$ cat src/common/fmdc_defs.svh
// Timing counts and field constants of the FSK modem digital core
`ifndef FMDC_DEFS_SVH
`define FMDC_DEFS_SVH

// ------------------------------------------------------------
// Clock and tone figures
// ------------------------------------------------------------
`define FMDC_CLK_HZ        10_000_000
`define FMDC_REF_HZ        1200
`define FMDC_MARK_HZ       1302
`define FMDC_SPACE_HZ      2097
`define FMDC_SEGMENTS      16
`define FMDC_PLL_OVERSMP   16
`define FMDC_LOCK_MAX_TICK 8
`define FMDC_DEMOD_SPLIT_HZ 1600

// ------------------------------------------------------------
// Derived cycle counts (integer division, all round down)
// ------------------------------------------------------------
`define FMDC_REF_HALF_CYC  (`FMDC_CLK_HZ / (2 * `FMDC_REF_HZ))
`define FMDC_MARK_STEP_CYC (`FMDC_CLK_HZ / (`FMDC_MARK_HZ * `FMDC_SEGMENTS))
`define FMDC_SPACE_STEP_CYC (`FMDC_CLK_HZ / (`FMDC_SPACE_HZ * `FMDC_SEGMENTS))
`define FMDC_PLL_TICK_CYC  (`FMDC_CLK_HZ / (`FMDC_REF_HZ * `FMDC_PLL_OVERSMP))
`define FMDC_DEMOD_THR_CYC (`FMDC_CLK_HZ / `FMDC_DEMOD_SPLIT_HZ)

// ------------------------------------------------------------
// Field values
// ------------------------------------------------------------
`define FMDC_TONE_MID      8'h80
`define FMDC_LFSR_SEED     7'h01
`define FMDC_SYS_DELAY_BITS 2
`define FMDC_BUF_DEPTH     2

`endif

$ cat src/common/fmdc_pkg.sv
// Types shared by the FSK modem digital core
package fmdc_pkg;

    // ------------------------------------------------------------
    // Transmit state, Gray coded
    // ------------------------------------------------------------
    typedef enum logic [1:0] {
        FMDC_TX_STANDBY = 2'b00,
        FMDC_TX_ACTIVE  = 2'b01
    } fmdc_tx_state_t;

    // ------------------------------------------------------------
    // Synthesizer position and level
    // ------------------------------------------------------------
    typedef struct packed {
        logic [3:0] segment;
        logic [7:0] level;
    } fmdc_tone_t;

    // ------------------------------------------------------------
    // Receive sampling state
    // ------------------------------------------------------------
    typedef struct packed {
        logic       demodBit;
        logic [3:0] phase;
        logic       syncClk;
    } fmdc_rx_t;

endpackage

$ cat src/verilog/fmdc_core.sv
// FSK modem digital core: timing, tone synthesis, receive PLL and self-test
`include "fmdc_defs.svh"

module fmdc_core
    import fmdc_pkg::*;
#(
    parameter logic [12:0] REF_HALF_CYC  = 13'(`FMDC_REF_HALF_CYC),
    parameter logic [13:0] DEMOD_THR_CYC = 14'(`FMDC_DEMOD_THR_CYC)
) (
    input  wire logic       core_clk,
    input  wire logic       reset_n,
    input  wire logic       txBit,
    input  wire logic       txBitValid,
    output logic            txBitReady,
    input  wire logic       txStandby,
    input  wire logic       selfTest,
    input  wire logic       inputFilterSelect,
    input  wire logic       filteredLineIn,
    input  wire logic       rawLineIn,
    input  wire logic       lockDisable,
    output logic [7:0]      lineToneOut,
    output logic            toneClkOut,
    output logic            syncClkOut,
    output logic            rxDataOut
);

    localparam logic [8:0] MARK_STEP  = 9'(`FMDC_MARK_STEP_CYC);
    localparam logic [8:0] SPACE_STEP = 9'(`FMDC_SPACE_STEP_CYC);
    localparam logic [9:0] PLL_TICK   = 10'(`FMDC_PLL_TICK_CYC);
    localparam logic [3:0] PHASE_CTR  = 4'(`FMDC_LOCK_MAX_TICK);
    localparam int         DLY        = `FMDC_SYS_DELAY_BITS;
    localparam int         DEPTH      = `FMDC_BUF_DEPTH;

    // ------------------------------------------------------------
    // Sine level for one of the 16 synthesizer segments
    // ------------------------------------------------------------
    function automatic logic [7:0] sineLevel(input logic [3:0] seg);
        logic [7:0] lvl;
        unique case (seg)
            4'h0: lvl = 8'h80;
            4'h1: lvl = 8'hB0;
            4'h2: lvl = 8'hDA;
            4'h3: lvl = 8'hF5;
            4'h4: lvl = 8'hFF;
            4'h5: lvl = 8'hF5;
            4'h6: lvl = 8'hDA;
            4'h7: lvl = 8'hB0;
            4'h8: lvl = 8'h80;
            4'h9: lvl = 8'h50;
            4'hA: lvl = 8'h26;
            4'hB: lvl = 8'h0B;
            4'hC: lvl = 8'h01;
            4'hD: lvl = 8'h0B;
            4'hE: lvl = 8'h26;
            4'hF: lvl = 8'h50;
        endcase
        return lvl;
    endfunction

    // ------------------------------------------------------------
    // Timing: 1200 Hz reference
    // ------------------------------------------------------------
    logic [12:0] refCnt_q, refCnt_d;
    logic        toneClk_q, toneClk_d;
    logic        bitStrobe;

    always_comb begin
        refCnt_d  = refCnt_q + 13'd1;
        toneClk_d = toneClk_q;
        bitStrobe = 1'b0;
        if (refCnt_q >= REF_HALF_CYC - 13'd1) begin
            refCnt_d  = '0;
            toneClk_d = ~toneClk_q;
            bitStrobe = ~toneClk_q;
        end
    end

    always_ff @(posedge core_clk or negedge reset_n) begin
        if (!reset_n) begin
            refCnt_q  <= '0;
            toneClk_q <= 1'b0;
        end else begin
            refCnt_q  <= refCnt_d;
            toneClk_q <= toneClk_d;
        end
    end

    // ------------------------------------------------------------
    // Transmit bit buffer
    // ------------------------------------------------------------
    // A host stalled by the bit clock keeps its bit, and a standby
    // transmitter stops draining, so the buffer fills honestly.
    logic [DEPTH-1:0] bufMem_q, bufMem_d;
    logic             wrIdx_q, wrIdx_d, rdIdx_q, rdIdx_d;
    logic [1:0]       bufCnt_q, bufCnt_d;
    logic             ready_q, ready_d;
    logic             curBit_q, curBit_d;
    logic             push, pop;
    fmdc_tx_state_t   txState_q, txState_d;

    always_comb begin
        bufMem_d  = bufMem_q;
        wrIdx_d   = wrIdx_q;
        rdIdx_d   = rdIdx_q;
        curBit_d  = curBit_q;
        txState_d = txStandby ? FMDC_TX_STANDBY : FMDC_TX_ACTIVE;
        push = txBitValid && ready_q;
        // host bits only in normal mode
        pop  = bitStrobe && (txState_q == FMDC_TX_ACTIVE) && !selfTest
               && (bufCnt_q != 2'd0);
        if (push) begin
            bufMem_d[wrIdx_q] = txBit;
            wrIdx_d = ~wrIdx_q;
        end
        if (pop) begin
            curBit_d = bufMem_q[rdIdx_q];
            rdIdx_d  = ~rdIdx_q;
        end
        bufCnt_d = bufCnt_q + {1'b0, push} - {1'b0, pop};
        ready_d  = bufCnt_d < 2'(DEPTH);
    end

    always_ff @(posedge core_clk or negedge reset_n) begin
        if (!reset_n) begin
            bufMem_q  <= '0;
            wrIdx_q   <= 1'b0;
            rdIdx_q   <= 1'b0;
            bufCnt_q  <= '0;
            ready_q   <= 1'b1;
            curBit_q  <= 1'b1;
            txState_q <= FMDC_TX_STANDBY;
        end else begin
            bufMem_q  <= bufMem_d;
            wrIdx_q   <= wrIdx_d;
            rdIdx_q   <= rdIdx_d;
            bufCnt_q  <= bufCnt_d;
            ready_q   <= ready_d;
            curBit_q  <= curBit_d;
            txState_q <= txState_d;
        end
    end

    // ------------------------------------------------------------
    // Self-test sequence and delay line
    // ------------------------------------------------------------
    logic [6:0]     lfsr_q, lfsr_d;
    logic [DLY-1:0] dly_q, dly_d;
    logic           srcBit;

    always_comb begin
        srcBit = selfTest ? lfsr_q[6] : curBit_q;
        lfsr_d = lfsr_q;
        dly_d  = dly_q;
        if (bitStrobe) begin
            // x^7 + x^6 + 1 per bit
            if (selfTest) begin
                lfsr_d = {lfsr_q[5:0], lfsr_q[6] ^ lfsr_q[5]};
            end
            dly_d = {dly_q[DLY-2:0], srcBit};
        end
    end

    always_ff @(posedge core_clk or negedge reset_n) begin
        if (!reset_n) begin
            lfsr_q <= `FMDC_LFSR_SEED;
            dly_q  <= '0;
        end else begin
            lfsr_q <= lfsr_d;
            dly_q  <= dly_d;
        end
    end

    // ------------------------------------------------------------
    // Tone synthesizer
    // ------------------------------------------------------------
    logic [8:0] stepCnt_q, stepCnt_d;
    logic [8:0] stepLim;
    fmdc_tone_t tone_q, tone_d;

    always_comb begin
        stepLim   = srcBit ? MARK_STEP : SPACE_STEP;
        stepCnt_d = stepCnt_q + 9'd1;
        tone_d    = tone_q;
        if (txState_q == FMDC_TX_STANDBY && !selfTest) begin
            stepCnt_d      = '0;
            tone_d.segment = '0;
            tone_d.level   = `FMDC_TONE_MID;
        end else begin
            if (stepCnt_q >= stepLim - 9'd1) begin
                stepCnt_d      = '0;
                tone_d.segment = tone_q.segment + 4'd1;
            end
            tone_d.level = sineLevel(tone_d.segment);
        end
    end

    always_ff @(posedge core_clk or negedge reset_n) begin
        if (!reset_n) begin
            stepCnt_q <= '0;
            tone_q    <= '{segment: 4'h0, level: `FMDC_TONE_MID};
        end else begin
            stepCnt_q <= stepCnt_d;
            tone_q    <= tone_d;
        end
    end

    // ------------------------------------------------------------
    // Receiver: input select and period demodulator
    // ------------------------------------------------------------
    // Inputs are sliced line levels; a mark has the longer period.
    logic        rxIn, rxPrev_q;
    logic [13:0] period_q, period_d;
    fmdc_rx_t    rx_q, rx_d;
    logic [9:0]  tick_q, tick_d;
    logic        rxData_q, rxData_d;
    logic        tickNow, sample;

    always_comb begin
        if (selfTest) begin
            rxIn = tone_q.level[7];
        end else begin
            rxIn = inputFilterSelect ? filteredLineIn : rawLineIn;
        end
        rx_d     = rx_q;
        period_d = (period_q == '1) ? period_q : period_q + 14'd1;
        if (rxIn && !rxPrev_q) begin
            rx_d.demodBit = period_q >= DEMOD_THR_CYC;
            period_d      = 14'd1;
        end

        tickNow = tick_q >= PLL_TICK - 10'd1;
        tick_d  = tickNow ? '0 : tick_q + 10'd1;
        if (tickNow) begin
            rx_d.phase = rx_q.phase + 4'd1;
        end
        if (!lockDisable && (rx_d.demodBit != rx_q.demodBit)) begin
            rx_d.phase = '0;
            tick_d     = '0;
        end
        rx_d.syncClk = lockDisable ? toneClk_d : (rx_d.phase >= PHASE_CTR);
        sample       = rx_d.syncClk && !rx_q.syncClk;

        rxData_d = rxData_q;
        if (sample) begin
            rxData_d = selfTest ? (rx_q.demodBit != dly_q[DLY-1]) : rx_q.demodBit;
        end
    end

    always_ff @(posedge core_clk or negedge reset_n) begin
        if (!reset_n) begin
            rxPrev_q <= 1'b0;
            period_q <= '0;
            rx_q     <= '{demodBit: 1'b1, phase: 4'h0, syncClk: 1'b0};
            tick_q   <= '0;
            rxData_q <= 1'b1;
        end else begin
            rxPrev_q <= rxIn;
            period_q <= period_d;
            rx_q     <= rx_d;
            tick_q   <= tick_d;
            rxData_q <= rxData_d;
        end
    end

    // ------------------------------------------------------------
    // Outputs, all registered
    // ------------------------------------------------------------
    assign txBitReady  = ready_q;
    assign lineToneOut = tone_q.level;
    assign toneClkOut  = toneClk_q;
    assign syncClkOut  = rx_q.syncClk;
    assign rxDataOut   = rxData_q;

endmodule

$ cat config.mk
export PLATFORM = sky130hd
export DESIGN_NAME = fmdc_core
export DESIGN_NICKNAME = d
export VERILOG_FILES = /design/src/common/fmdc_pkg.sv /design/src/verilog/fmdc_core.sv
export VERILOG_INCLUDE_DIRS = /design/src /design/src/common
export SDC_FILE = /design/constraint.sdc
export NUM_CORES = 1
export LEC_CHECK = 0
export BUFFER_PORTS_ARGS = -buffer_cell sky130_fd_sc_hd__buf_2
export CAP_MARGIN = 5
export CELL_PAD_IN_SITES_DETAIL_PLACEMENT = 1
export CELL_PAD_IN_SITES_GLOBAL_PLACEMENT = 2
export CORE_MARGIN = 4
export CORE_UTILIZATION = 40
export CTS_CLUSTER_DIAMETER = 150
export DETAILED_ROUTE_END_ITERATION = 6
export PLACE_DENSITY_LB_ADDON = 0.3
export REMOVE_ABC_BUFFERS = 1
export SYNTH_ARGS = -nofsm -noshare
export SYNTH_HDL_FRONTEND = slang
export SYNTH_SLANG_ARGS = --single-unit
$ cat constraint.sdc
create_clock -name core_clk -period 3.8 [get_ports core_clk]
set_input_delay 0 -clock core_clk [delete_from_list [all_inputs] [get_ports core_clk]]
set_output_delay 0 -clock core_clk [all_outputs]
set_load 0.1 [all_outputs]
==> flow_summary_export.csv <==
group,metric,value,unit
power,p_leak,2.155,nW
setup_path,r2r_slack,390,ps
clock_network,postCtsSetupBuffers,0,
clock_network,clock-root-buffer,"clkbuf_8",
final_layout,finalInstanceArea,0.004805,mm2
clock_network,clk_pin_slew_worst_paths,90,ps
setup_path,cp-end-kind,"register",
synth,yosys.area.top_type,"dfrtp_1",
detailed_routing,first_pass_iters,4,
detailed_routing,drc_errors,0,
power,total_power,2.340,mW
timing,finalClockSkew,11.74,ps
final_layout,drive_above_1_share,0.1726,
setup_path,cp.required,4060,ps
timing,finalCritPeriodShare,0.8976,
synth,synth_edf_count,0,
synth,ys_seq_elements,85,
floorplan,die_height,112.6,um
detailed_routing,ant_nets,0,
setup_path,cp_max_fo,8,
synth,netlist-cell-type-count,58,
final_layout,num_antenna_cells,0,
floorplan,initial_core_util,0.4167,
floorplan,die_w,112.6,um
flow_run,max_cap_violations,0,
final_layout,instances_no_fill,582,
clock_network,cts_buffers,9,
detailed_routing,vias,2998,
synth,synth.cell_area,0.004379,mm2
synth,ys_seq_area_frac,0.4874,
worst_hold_path,hold_path_end,"rxPrev_q",
placement,post_dp_cell_area,0.004551,mm2
final_layout,nFillCells,1163,
final_layout,syn2layout_area_growth,9.714,%
power,irDropWorstVdd,0.1821,mV
floorplan,dieArea,0.01269,mm2
detailed_routing,first_iter_violations,89,
synth,avgSynthCellArea,10.43,um2
clock_network,cts_tree,"done",
floorplan,io_pins,22,
timing,min_period,3411,ps
synth,ys_warn_count,0,
clock_network,clock_latency,360,ps
global_route,grt_pass1_wl,15.52,mm
global_route,grt_overflow_total,0,
floorplan,rows,37,
placement,io_buffers,21,
clock_network,cts_max_level,3,
synth,async_reset_ff_frac,1.000,
floorplan,core,0.01051,mm2
setup_path,reg2regPathDepth,11,
setup_path,cp_data_arrival_time,3670,ps
placement,place_congestion,0.7414,
global_route,grt_pass1_vias,3279,
timing,finalSetupTns,0,ps
outcome,outcome,"finished clean",
timing,slew_viol_final,0,
clock_network,clk_path_buf_depth,2,
final_layout,final_util,0.4572,
timing,max_slew_margin,0.2853,
timing,tightest_slew,1072,ps
power,p_per_area,487.0,mW/mm2
global_route,grt_usage,0.1501,
setup_path,timing.rr.start,"lfsr_q[6]",
final_layout,nets,470,
timing,rsz0062_at_grt,"no",
global_route,grt_max_degree,86,
timing,max_clock_freq,0.2932,GHz
synth,synth.area.top_cells,"dfrtp_1 45%, ha_1 5.4%, xor2_1 5.0%",
timing,finalSetupViolations,0,
setup_path,r2r_end,"lineToneOut[6]",
global_route,antenna_found_initial,0,
synth,yosysTopAreaCellShare,0.4514,
worst_hold_path,hp-start,"rawLineIn",
detailed_routing,wire_per_inst,14.91,um
setup_path,worstSetupPathType,"register to register",
detailed_routing,viasPerCell,5.151,
timing,finalHoldViolCount,0,
worst_hold_path,holdPathStages,5,
placement,placed_cells,561,
worst_hold_path,hp-class,"primary input to register",
synth,ys.flop_type,"dfrtp_1",
clock_network,cts_sinks,85,
placement,dp_hpwl,6.118,mm
detailed_routing,routed_wl,8.678,mm
synth,synthCells,420,
setup_path,crit_path_start_kind,"register",
[cell usage after synthesis (2+ instances only)]
cell	number
buf_4	8
nor2_2	8
or3_4	2
dfstp_2	6
and2_1	2
mux2i_1	11
nand3_1	25
a31oi_1	4
xor2_1	25
o21ai_0	9
nor2_1	54
nand4_1	7
buf_6	3
a211oi_1	6
mux2_2	9
and3_1	10
dfrtp_1	79
a21oi_1	11
nand2_1	28
clkbuf_1	6
inv_1	15
o21ai_1	3
nand2b_1	4
ha_1	19
o41ai_1	2
inv_2	2
nor4_1	4
or2_1	2
a221oi_2	2
xnor2_1	18
or3_1	2
nor3_1	8
[timing repair]
action,in CTS,in global routing
gates resized for setup,0,1
endpoints found under the setup margin,0,1
endpoints found under the hold margin,88,0
hold buffers,5,0
[cell type report]
class                   count  area, um2  share of cell area
repair buffers             28      172.7             0.03594
flip-flops and latches     85       2135              0.4443
well taps                 136      170.2             0.03542
inverters                  17      63.81             0.01328
multi-input cells         300       2067              0.4302
clock inverters             1      30.03            0.006250
clock buffers              15      166.4             0.03464
[registers in the layout (all words and copies together), names as in the netlist, 2 cells and up]
register	flops
bufCnt_q	2
bufMem_q	2
dly_q	2
lfsr_q	7
lineToneOut	8
period_q	14
refCnt_q	13
rx_q	5
stepCnt_q	9
tick_q	10
tone_q	4
[per-stage QoR]
stage / setup WS [ps] / hold WS [ps]
3_3_place_gp: 573.4 / 151.8
3_5_place_dp: 319.9 / 155.8
4_1_cts: 252.8 / 27.13
6_report: 389.2 / 47.24
5_1_grt: 92.85 / 85.90
2_1_floorplan: 724.4 / -295.6
[worst max-delay path: stages, from the launching register on]
cell      delay [ps]
dfrtp_1          420
mux2i_1          530
ha_1             300
nand3_1          140
and2_2           220
o22ai_2          440
mux2i_4          410
inv_1            110
ha_1             210
o21ai_0          160
a211oi_1         110
a221oi_2         270
[routing by layer]
| layer | GRT usage | part of all wire | wire length (um) |
|---|---|---|---|
| met5 | 0 | 0 | 0 |
| met4 | 0.06971 | 0.017 | 149 |
| met3 | 0.02534 | 0.018 | 155 |
| met2 | 0.2476 | 0.48 | 4142 |
| met1 | 0.1921 | 0.49 | 4229 |
[cells by family after synthesis]
group | synth area share
and+or+nand+nor | 0.1894
buffers and inverters | 0.04228
AOI/OAI and AO/OA | 0.08085
adders and majority gates | 0.05429
DFF | 0.4874
muxes | 0.05600
xor gates and xnor gates | 0.08972
[power by group]
| part | switching (mW) | internal, mW |
|---|---|---|
| Combinational | 0.317 | 0.190 |
| Clock | 0.318 | 0.342 |
| Sequential | 0.132 | 1.04 |
| Total | 0.767 | 1.57 |
[cell usage in the layout, fill, tap and decap left out, types with 5 or more instances in the layout]
cell type	n
nand4_1	7
nand2_1	28
inv_1	15
o21ai_0	9
buf_2	20
xor2_1	25
nor3_1	8
clkbuf_8	11
and3_1	10
dlygate4sd3_1	5
nor2_2	8
nand3_1	25
mux2i_1	11
a21oi_1	11
dfrtp_1	79
dfstp_2	6
a211oi_1	6
ha_1	19
xnor2_1	17
nor2_1	54
mux2_2	9
[how the worst max path moves through the flow]
stage / from / to / slack [ps] / cells past startpoint
after floorplan: refCnt_q[1] / bufCnt_q[1] / 720 / 15
after global placement: lfsr_q[6] / lineToneOut[6] / 570 / 11
after detailed placement: lfsr_q[6] / lineToneOut[6] / 320 / 11
after CTS: lfsr_q[6] / lineToneOut[6] / 250 / 11
after global routing: lfsr_q[6] / lineToneOut[6] / 90 / 11
final: lfsr_q[6] / lineToneOut[6] / 390 / 11
(Power assumes the default switching activity.)
